$ cat src/verilog/ucn_pkg.sv
// ucn_pkg: build-time configuration, divider constants and state layout
// for the transceiver user clock network.
// assumes: sources sampled on sys_clk; all settings fixed at build time.
`default_nettype none

package ucn_pkg;

    // ------------------------------------------------------------------
    // build-time configuration
    // ------------------------------------------------------------------
    localparam int         NUM_CHANNELS       = 4;
    localparam int         MASTER_CHANNEL     = 0;
    localparam int         TX_USER_WIDTH      = 64;
    localparam int         TX_INTERNAL_WIDTH  = 32;
    localparam int         RX_USER_WIDTH      = 32;
    localparam int         RX_INTERNAL_WIDTH  = 32;
    localparam bit         RX_SINGLE_LANE_BYP = 1'b0;
    localparam bit         RX_CDR_GATE        = 1'b1;

    // ------------------------------------------------------------------
    // divide ratios, derived once from the widths
    // ------------------------------------------------------------------
    localparam int         CNT_W       = 8;
    localparam bit         TX_TWO_BUF  = (TX_USER_WIDTH > TX_INTERNAL_WIDTH);
    localparam bit         RX_TWO_BUF  = (RX_USER_WIDTH > RX_INTERNAL_WIDTH);
    localparam logic [7:0] TX_LANE_DIV = 8'h01;
    localparam logic [7:0] RX_LANE_DIV = 8'h01;
    localparam logic [7:0] TX_IF_DIV   = TX_TWO_BUF ? 8'h02 : TX_LANE_DIV;
    localparam logic [7:0] RX_IF_DIV   = RX_TWO_BUF ? 8'h02 : RX_LANE_DIV;
    localparam int         RX_NETS     = RX_SINGLE_LANE_BYP ? NUM_CHANNELS : 1;

    // ------------------------------------------------------------------
    // reset values
    // ------------------------------------------------------------------
    localparam logic [7:0] CNT_RESET   = 8'h00;

    // ------------------------------------------------------------------
    // whole state of the clock network
    // ------------------------------------------------------------------
    typedef struct packed {
        logic                           txSrcPrev;
        logic                           txSrcCopy;
        logic [CNT_W-1:0]               txLaneCnt;
        logic [CNT_W-1:0]               txIfCnt;
        logic                           txLaneClk;
        logic                           txIfClk;
        logic                           txActive;
        logic [RX_NETS-1:0]             rxSrcPrev;
        logic [RX_NETS-1:0]             rxSrcCopy;
        logic [RX_NETS-1:0][CNT_W-1:0]  rxLaneCnt;
        logic [RX_NETS-1:0][CNT_W-1:0]  rxIfCnt;
        logic [RX_NETS-1:0]             rxLaneClk;
        logic [RX_NETS-1:0]             rxIfClk;
        logic [RX_NETS-1:0]             rxActive;
    } ucn_state_s;

endpackage

`default_nettype wire

$ cat src/verilog/ucn_user_clock_network.sv
// ucn_user_clock_network: transmit and receive user clock networks.
// assumes: channel output clocks are synchronous levels sampled on sys_clk
// at least twice per period; dividing buffers are modelled as counters.
`default_nettype none

// Notes on behaviour
// - one transmit network serves every channel
// - transmit source is master channel output clock
// - narrow transmit width: one buffer, both clocks
// - wide transmit width: lane clock twice interface
// - second transmit buffer drives every interface clock
// - generated clocks wired to every served channel
// - reset input holds all dividing buffers reset
// - active indicator asserts synchronously after release
// - source clock also exposed on boundary
// - generated clocks also exposed on boundary
// - channel clock ports exposed when network outside
// - one receive network, or one per bypassed lane
// - receive source is master or own channel
// - narrow receive width: one buffer, both clocks
// - wide receive width: lane twice interface rate
// - receive buffers drive matching channel inputs
// - recovery not stable holds receive network reset
// - active indicators go to reset controller
module ucn_user_clock_network
    import ucn_pkg::*;
(
    input  wire logic                    sys_clk,
    input  wire logic                    rst,
    input  wire logic                    ce,
    input  wire logic [NUM_CHANNELS-1:0] txChannelOutputClock,
    input  wire logic                    txClockReset,
    input  wire logic [NUM_CHANNELS-1:0] rxChannelOutputClock,
    input  wire logic [NUM_CHANNELS-1:0] rxClockReset,
    input  wire logic                    rxCdrStable,
    output logic      [NUM_CHANNELS-1:0] txLaneClock,
    output logic      [NUM_CHANNELS-1:0] txInterfaceClock,
    output logic                         txSourceClockOut,
    output logic                         txLaneClockOut,
    output logic                         txInterfaceClockOut,
    output logic                         txActiveToResetCtl,
    output logic      [NUM_CHANNELS-1:0] rxLaneClock,
    output logic      [NUM_CHANNELS-1:0] rxInterfaceClock,
    output logic      [RX_NETS-1:0]      rxSourceClockOut,
    output logic      [RX_NETS-1:0]      rxLaneClockOut,
    output logic      [RX_NETS-1:0]      rxInterfaceClockOut,
    output logic      [RX_NETS-1:0]      rxActiveToResetCtl
);

    // ------------------------------------------------------------------
    // divider helpers
    // ------------------------------------------------------------------
    // counter step on each source rising edge; ratio is a constant
    function automatic logic [CNT_W-1:0] divNext(
        input logic [CNT_W-1:0] cnt,
        input logic [7:0]       div,
        input logic             rise
    );
        logic [CNT_W-1:0] res;
        res = cnt;
        if (rise) begin
            res = (cnt >= div - 8'h01) ? CNT_RESET : cnt + 8'h01;
        end
        return res;
    endfunction

    // output level: ratio one passes the source, else high from the
    // first counted source rise for half the ratio; a count of zero
    // right after release stays low so no edge precedes the source
    function automatic logic divLevel(
        input logic [CNT_W-1:0] cnt,
        input logic [7:0]       div,
        input logic             src
    );
        logic res;
        res = (div == 8'h01) ? src
            : ((cnt != CNT_RESET) && (cnt <= (div >> 1)));
        return res;
    endfunction

    // ------------------------------------------------------------------
    // state
    // ------------------------------------------------------------------
    ucn_state_s          state_reg;
    ucn_state_s          state_next;
    logic                txHold;
    logic [RX_NETS-1:0]  rxHold;
    logic [RX_NETS-1:0]  rxSrc;

    // cdr gate keeps the receive network reset until recovery settles
    always_comb begin
        txHold = txClockReset;
        for (int n = 0; n < RX_NETS; n++) begin
            // shared net takes the master, bypassed lanes their own
            rxSrc[n]  = RX_SINGLE_LANE_BYP ? rxChannelOutputClock[n]
                                           : rxChannelOutputClock[MASTER_CHANNEL];
            rxHold[n] = rxClockReset[n]
                      | (RX_CDR_GATE & ~rxCdrStable);
        end
    end

    // ------------------------------------------------------------------
    // next-state logic
    // ------------------------------------------------------------------
    always_comb begin
        logic                txSrc;
        logic                txRise;
        logic                rise;
        logic [CNT_W-1:0]    laneCnt;
        logic [CNT_W-1:0]    ifCnt;
        txSrc      = txChannelOutputClock[MASTER_CHANNEL];
        txRise     = 1'b0;
        rise       = 1'b0;
        laneCnt    = CNT_RESET;
        ifCnt      = CNT_RESET;
        state_next = state_reg;
        if (ce) begin
            // transmit network, a single instance for all channels
            state_next.txSrcPrev = txSrc;
            state_next.txSrcCopy = txSrc;
            txRise  = txSrc & ~state_reg.txSrcPrev;
            laneCnt = divNext(state_reg.txLaneCnt, TX_LANE_DIV, txRise);
            ifCnt   = divNext(state_reg.txIfCnt, TX_IF_DIV, txRise);
            if (txHold) begin
                state_next.txLaneCnt = CNT_RESET;
                state_next.txIfCnt   = CNT_RESET;
                state_next.txLaneClk = 1'b0;
                state_next.txIfClk   = 1'b0;
                state_next.txActive  = 1'b0;
            end else begin
                state_next.txLaneCnt = laneCnt;
                state_next.txIfCnt   = ifCnt;
                state_next.txLaneClk = divLevel(laneCnt, TX_LANE_DIV, txSrc);
                // one buffer: interface copies lane; two: own ratio
                state_next.txIfClk   = TX_TWO_BUF
                    ? divLevel(ifCnt, TX_IF_DIV, txSrc)
                    : divLevel(laneCnt, TX_LANE_DIV, txSrc);
                // active follows the first interface clock high
                state_next.txActive  = state_reg.txActive
                                     | state_reg.txIfClk;
            end
            // receive networks, one or one per bypassed lane
            for (int n = 0; n < RX_NETS; n++) begin
                state_next.rxSrcPrev[n] = rxSrc[n];
                state_next.rxSrcCopy[n] = rxSrc[n];
                rise    = rxSrc[n] & ~state_reg.rxSrcPrev[n];
                laneCnt = divNext(state_reg.rxLaneCnt[n], RX_LANE_DIV, rise);
                ifCnt   = divNext(state_reg.rxIfCnt[n], RX_IF_DIV, rise);
                if (rxHold[n]) begin
                    state_next.rxLaneCnt[n] = CNT_RESET;
                    state_next.rxIfCnt[n]   = CNT_RESET;
                    state_next.rxLaneClk[n] = 1'b0;
                    state_next.rxIfClk[n]   = 1'b0;
                    state_next.rxActive[n]  = 1'b0;
                end else begin
                    state_next.rxLaneCnt[n] = laneCnt;
                    state_next.rxIfCnt[n]   = ifCnt;
                    state_next.rxLaneClk[n] =
                        divLevel(laneCnt, RX_LANE_DIV, rxSrc[n]);
                    state_next.rxIfClk[n]   = RX_TWO_BUF
                        ? divLevel(ifCnt, RX_IF_DIV, rxSrc[n])
                        : divLevel(laneCnt, RX_LANE_DIV, rxSrc[n]);
                    state_next.rxActive[n]  = state_reg.rxActive[n]
                                            | state_reg.rxIfClk[n];
                end
            end
        end
    end

    // ------------------------------------------------------------------
    // state register
    // ------------------------------------------------------------------
    always_ff @(posedge sys_clk) begin
        if (rst) begin
            state_reg <= '0;
        end else begin
            state_reg <= state_next;
        end
    end

    // ------------------------------------------------------------------
    // outputs: channel fan-out and boundary copies
    // ------------------------------------------------------------------
    always_comb begin
        for (int c = 0; c < NUM_CHANNELS; c++) begin
            // every channel gets the single transmit network
            txLaneClock[c]      = state_reg.txLaneClk;
            txInterfaceClock[c] = state_reg.txIfClk;
            rxLaneClock[c]      = state_reg.rxLaneClk[RX_SINGLE_LANE_BYP ? c : 0];
            rxInterfaceClock[c] = state_reg.rxIfClk[RX_SINGLE_LANE_BYP ? c : 0];
        end
    end

    // boundary copies serve both placements of the network
    assign txSourceClockOut    = state_reg.txSrcCopy;
    assign txLaneClockOut      = state_reg.txLaneClk;
    assign txInterfaceClockOut = state_reg.txIfClk;
    assign txActiveToResetCtl  = state_reg.txActive;
    assign rxSourceClockOut    = state_reg.rxSrcCopy;
    assign rxLaneClockOut      = state_reg.rxLaneClk;
    assign rxInterfaceClockOut = state_reg.rxIfClk;
    assign rxActiveToResetCtl  = state_reg.rxActive;
endmodule

`default_nettype wire

$ cat config.mk
export PLATFORM = sky130hd
export DESIGN_NAME = ucn_user_clock_network
export DESIGN_NICKNAME = d
export VERILOG_FILES = /design/src/verilog/ucn_pkg.sv /design/src/verilog/ucn_user_clock_network.sv
export SDC_FILE = /design/constraint.sdc
export NUM_CORES = 1
export LEC_CHECK = 0
export BUFFER_PORTS_ARGS = -buffer_cell sky130_fd_sc_hd__clkbuf_2
export CAP_MARGIN = 20
export CORE_ASPECT_RATIO = 0.9
export CORE_UTILIZATION = 45
export CTS_CLUSTER_SIZE = 20
export DETAILED_ROUTE_END_ITERATION = 8
export PLACE_DENSITY = 0.89
export SYNTH_ARGS = -nofsm -noshare
export SYNTH_HDL_FRONTEND = slang
export SYNTH_SLANG_ARGS = --single-unit
$ cat constraint.sdc
create_clock -name sys_clk -period 1.8 [get_ports sys_clk]
set_input_delay 0.27 -clock sys_clk [delete_from_list [all_inputs] [get_ports sys_clk]]
set_output_delay 0.27 -clock sys_clk [all_outputs]
set_load 0.01 [all_outputs]
=== Word-level counts from Yosys, hierarchy flattened ===
Cells that the tools add are included.
Widths: inputs -> output; s select.

* Register bits: 40
* Input port bits: 17
* Output and inout port bits: 24
* Word-level logic and storage cells: 46

* Magnitude comparators: 5
* Bitwise logic cells: 8
* Reductions and logical operators: 6
* Add/subtract/negate cells: 4
* Mux-type cells: 11

{| class="wikitable"
|+ Operators by type and width
! cell !! number
|-
| $mux 8 || 9
|-
| $mux 19 || 2
|-
| $add 8x1->8 const B || 4
|-
| $ge 8x1->1 const B || 4
|-
| $le 8x1->1 const B || 1
|-
| $reduce_bool 8->1 || 1
|-
| $reduce_and 2->1 || 2
|-
| $reduce_bool 2->1 || 2
|-
| $not 1->1 || 3
|-
| $or 1x1->1 || 3
|-
| $and 1x1->1 || 2
|-
| $logic_and 1x1->1 || 1
|}

=== Longest topological paths before layout ===
* Depth after elaboration: 7
* Gate-level depth with buffers: 5
* Mapped depth without buffers: 5

=== Worst setup path before layout ===
No wires, ideal clock.

* Kind: register to register
* Start: register state_reg[24] (netlist name)
* End: register state_reg, in the netlist txInterfaceClockOut
* Required time: 1.685 ns
* Stages on the path, launching flop included: 6
* Slack: 0.516 ns
* Library setup time: 0.115 ns
* Clock period less this slack: 1.284 ns
* Buffers on the path: 0
* Arrival: 1.169 ns
* Path through: dfxtp_1 -> ha_1 -> and2_1 -> a211oi_1 -> o21ai_0 -> and3_1

* Word-level cells in the longest chain between the ends: 7
* Elaborated cells between the ends (all ways): 9
* Classes of those cells: add/sub (1); order compare (2); mux (4); reduce/logical (2)

{| class="wikitable"
|+ RTL lines
! what !! line !! text
|-
| from (decl) || ucn_user_clock_network.sv:84 || <nowiki>ucn_state_s state_reg;</nowiki>
|-
| from (signal assigned) || ucn_user_clock_network.sv:177 || <nowiki>state_reg <= state_next;</nowiki>
|-
| $add 8x1->8 / $ge 8x1->1 (equally long branches) || ucn_user_clock_network.sv:62 || <nowiki>res = (cnt >= div - 8'h01) ? CNT_RESET : cnt + 8'h01;</nowiki>
|-
| $mux 8 || ucn_user_clock_network.sv:62 ||
|-
| $mux 8 * || ucn_user_clock_network.sv:61 || <nowiki>if (rise) begin</nowiki>
|-
| $mux 8 * || ucn_user_clock_network.sv:117 || <nowiki>if (ce) begin</nowiki>
|-
| $le 8x1->1 / $reduce_bool 8->1 (equally long branches) || ucn_user_clock_network.sv:77 || <nowiki>: ((cnt != CNT_RESET) && (cnt <= (div >> 1)));</nowiki>
|-
| $logic_and 1x1->1 * || ucn_user_clock_network.sv:77 ||
|-
| $mux 19 * || ucn_user_clock_network.sv:124 || <nowiki>if (txHold) begin</nowiki>
|}

Mark *: on every way between the ends. The rest lies on a longest branch, timed or not. The select of a mux whose other input is x is not followed.
A chain may end at the register's enable or synchronous reset.

=== Worst setup path in the final report ===
* Start: register state_reg[25] (netlist name)
* End: register state_reg[30] (netlist name)

* Word-level cells in the longest chain between the ends: 5
* Elaborated cells between the ends (all ways): 6
* Classes of those cells: add/sub (1); order compare (1); mux (4)

{| class="wikitable"
|+ RTL lines
! what !! line
|-
| $add 8x1->8 / $ge 8x1->1 (equally long branches) || ucn_user_clock_network.sv:62
|-
| $mux 8 * || ucn_user_clock_network.sv:62
|-
| $mux 8 * || ucn_user_clock_network.sv:61
|-
| $mux 8 * || ucn_user_clock_network.sv:117
|-
| $mux 19 * || ucn_user_clock_network.sv:124
|}

Marked as above.

==> summary.md <==
| Metric | Value |
|---|---|
| Sink Count | 15 |
| Final ANT Viol Nets | 0 |
| Fillers | 151 |
| Yosys synthesis warning count | 0 |
| Crit share post-route | 79.5% |
| Crit start category | flop |
| Fin nets | 133 |
| Post-DR wirelength/cell | 12.1 µm |
| Clk pwr share | 31.1% |
| Number of flip-flops in the largest register | 8 |
| Max-cap violation count | 0 |
| Most common cell after layout, fill and taps aside | clkbuf_2 |
| Final Util | 54.5% |
| Hold-fix buffers, CTS | 0 |
| Routed WL | 1650 µm |
| Clk_lat worst skew | ~0.29 ns |
| Max IR drop VDD | 0.381 mV |
| Status | finished clean |
| Crit path max fanout | 5 |
| I/O pin total | 41 |
| CP required | 2.03 ns |
| Synth Area in Adders | 4.32% |
| Largest net degree at the start of global routing | 16 |
| Synth Area in Simple Gates | 26.2% |
| Int Power | 462 µW |
| Gr busiest metal | met2 |
| Final setup TNS | 0 ns |
| First-pass GRT wire length | 2640 µm |
| Min cycle time layout | 1.43 ns |
| Final Hold Fails | 0 |
| Num rows | 14 |
| Reg2reg path depth | 5 |
| DRC viols | 0 |
| Vias | 716 |
| Post-Layout Cell Count | 136 |
| Antenna diodes | 0 |
| Total GRT Usage | approximately 17% |
| Data arrival, critical path | 1.66 ns |
| Synth-to-Final Area Change | 8.79% |
| Worst setup EP type | flop |
| Synth Area in Compound Gates | approximately 16% |
| Sequential Power Share | 55.1% |
| Met2 GRT Util | 28.7% |
| Total grt overflow | 0 |
| Most frequent cells in the layout | 31 x clkbuf_2, 15 x dfxtp_1, 7 x a21oi_1 |
| Syn_nets | 116 |
| Rel. slew slack | 66.6% |
| Psw | approximately 170 µW |
| Die Area | about 0.0021 mm² |
| Mux contribution to synthesized area | 2.31% |
| Max Slew Vio Count | 0 |
| CORE AREA | about 0.0017 mm² |
| FMAX | ~0.70 GHz |
| Hpwl dp | 1260 µm |
| Share of cells above drive strength 1 | 33.9% |
| Post-CTS setup repair buffer count | 0 |
| Largest family of logic cells by synthesized area | simple AND/OR/NAND/NOR gates |
| Global Route met1 Usage | between 10% and 20% |
| Register clock-pin slew on the reported worst setup and hold paths | ~0.09 ns |
| Slew @ Worst Pin | roughly 0.5 ns |
| Initial antenna violation count | 0 |
| DIE HEIGHT | 43.7 µm |
| Syn avg cell area | 9.05 µm² |
| Clock root buffer | clkbuf_4 |
| Synth Instances | 96 |
| Clock Skew | 0.00248 ns |
| Number of port buffers | 31 |
| Register area share after synthesis | 34.6% |
| H-Tree Depth | 1 |
| RSZ-0062 raised after global routing | false |
| Sw Ratio | a little over a quarter |
| Top-area cell type share of the netlist area | 34.6% |
| Fin Hold WS | between 0.2 and 0.25 ns |
| Cell taking the most area after synthesis | dfxtp_1 |
| DR pass1 iterations | 4 |
| Leak Pwr | 0.000427 µW |
| GPL Wtd Cong | 0.777 |
| Synth Register Bits | 15 |
| Comb pwr share | 13.8% |
| Post-cts resize count | 0 |
| Synth Area in XOR/XNOR | 0% |
| Hold Crit Class | in -> reg |
| Pwr Density | ~670 mW/mm² |
| Clock Tree Buf Depth | 2 |
| Routing usage on met3 | 4.56% |
| Clock tree from TritonCTS | done |
| Synth area leaders | dfxtp_1 35%, buf_4 15%, ha_1 4.3% |
| Starting density of the core | 50.1% |
| Critical path class | reg -> reg |
| DP Cell Count | 132 |
| CTS buffer count | 3 |
| Unique masters post-synth | 30 |
| Initial drt markers | 26 |
| Hold Crit Depth | 3 |
| Vias in the first global route | 615 |
| Vias per cell | between 5 and 6 |
| Endpoints failing setup | 0 |
| Chip Width | just under 50 µm |
| Synthesized cell area | slightly below 900 µm² |
[critical path, stage by stage (launching register included)]
cell	delay, ns
dfxtp_1	0.39
inv_1	0.10
ha_1	0.20
nand4b_2	0.24
a31oi_4	0.27
nor2b_1	0.16
[power by group through the flow]
stage          clock, µW  sequential (µW)  combinational (µW)
5_1_grt              210              348                94.5
4_1_cts              195              346                86.4
3_5_place_dp           0              354                86.1
2_1_floorplan          0              356                64.1
6_report             196              346                86.7
3_3_place_gp           0              353                82.7
[cell usage after synthesis]
master	number
and2_1	3
o21ai_0	1
nand4_1	1
buf_4	17
a211oi_1	2
a21o_1	1
nand2_1	5
nor4_4	1
mux2i_1	2
nand4b_2	1
inv_1	2
o311ai_1	1
dfxtp_1	15
nor2_1	5
a21oi_1	7
and4b_1	2
nand4b_1	1
nor2b_1	4
ha_1	3
and3_2	1
o21a_1	3
clkbuf_1	2
nand3b_1	1
and3_1	3
a31oi_4	1
nand3_1	2
nand2b_1	5
o21ai_1	1
a31oi_1	2
o211ai_1	1
[area by class of cell]
cell class	instances	area (µm²)	area share [%]
multi-input combinational	60	425	45.0
timing repair buffer	31	155	16.4
sequential	15	300	31.8
inverter	2	7.51	0.795
clock buffer	4	26.3	2.78
tap	24	30.0	3.18
[path summary, 6_finish.rpt]
kind                            slack (ns)                    start                  to
worst max-delay path                  0.37            state_reg[25]       state_reg[30]
worst min-delay path                  0.23  rxChannelOutputClock[0]    rxSourceClockOut
worst max register to register        0.37            state_reg[25]       state_reg[30]
worst min register to register        0.49       txActiveToResetCtl  txActiveToResetCtl
[stage by stage]
step	instance area (µm²)	power [µW]	setup slack, ns
after detailed placement	918	440	0.381
after global placement	918	436	0.433
after global routing	945	652	0.283
after floorplan	868	420	0.516
final	945	629	0.369
after CTS	945	628	0.367
[cells by family after synthesis]
group,after synthesis
AND/OR/NAND/NOR,35
buffers and inverters,21
AO/OA/AOI/OAI,20
flip-flops,15
adder cells (fa/ha/maj),3
multiplexers,2
[metal layers]
layer  part of all wire [%]  routed length, µm  up-vias
met1                     42                686      321
met4                    2.1                 34        0
met2                     49                811       38
met3                    7.2                119        5
met5                      0                  0        -
li1                       -                  -      352
Power figures use the tool's default switching activity.
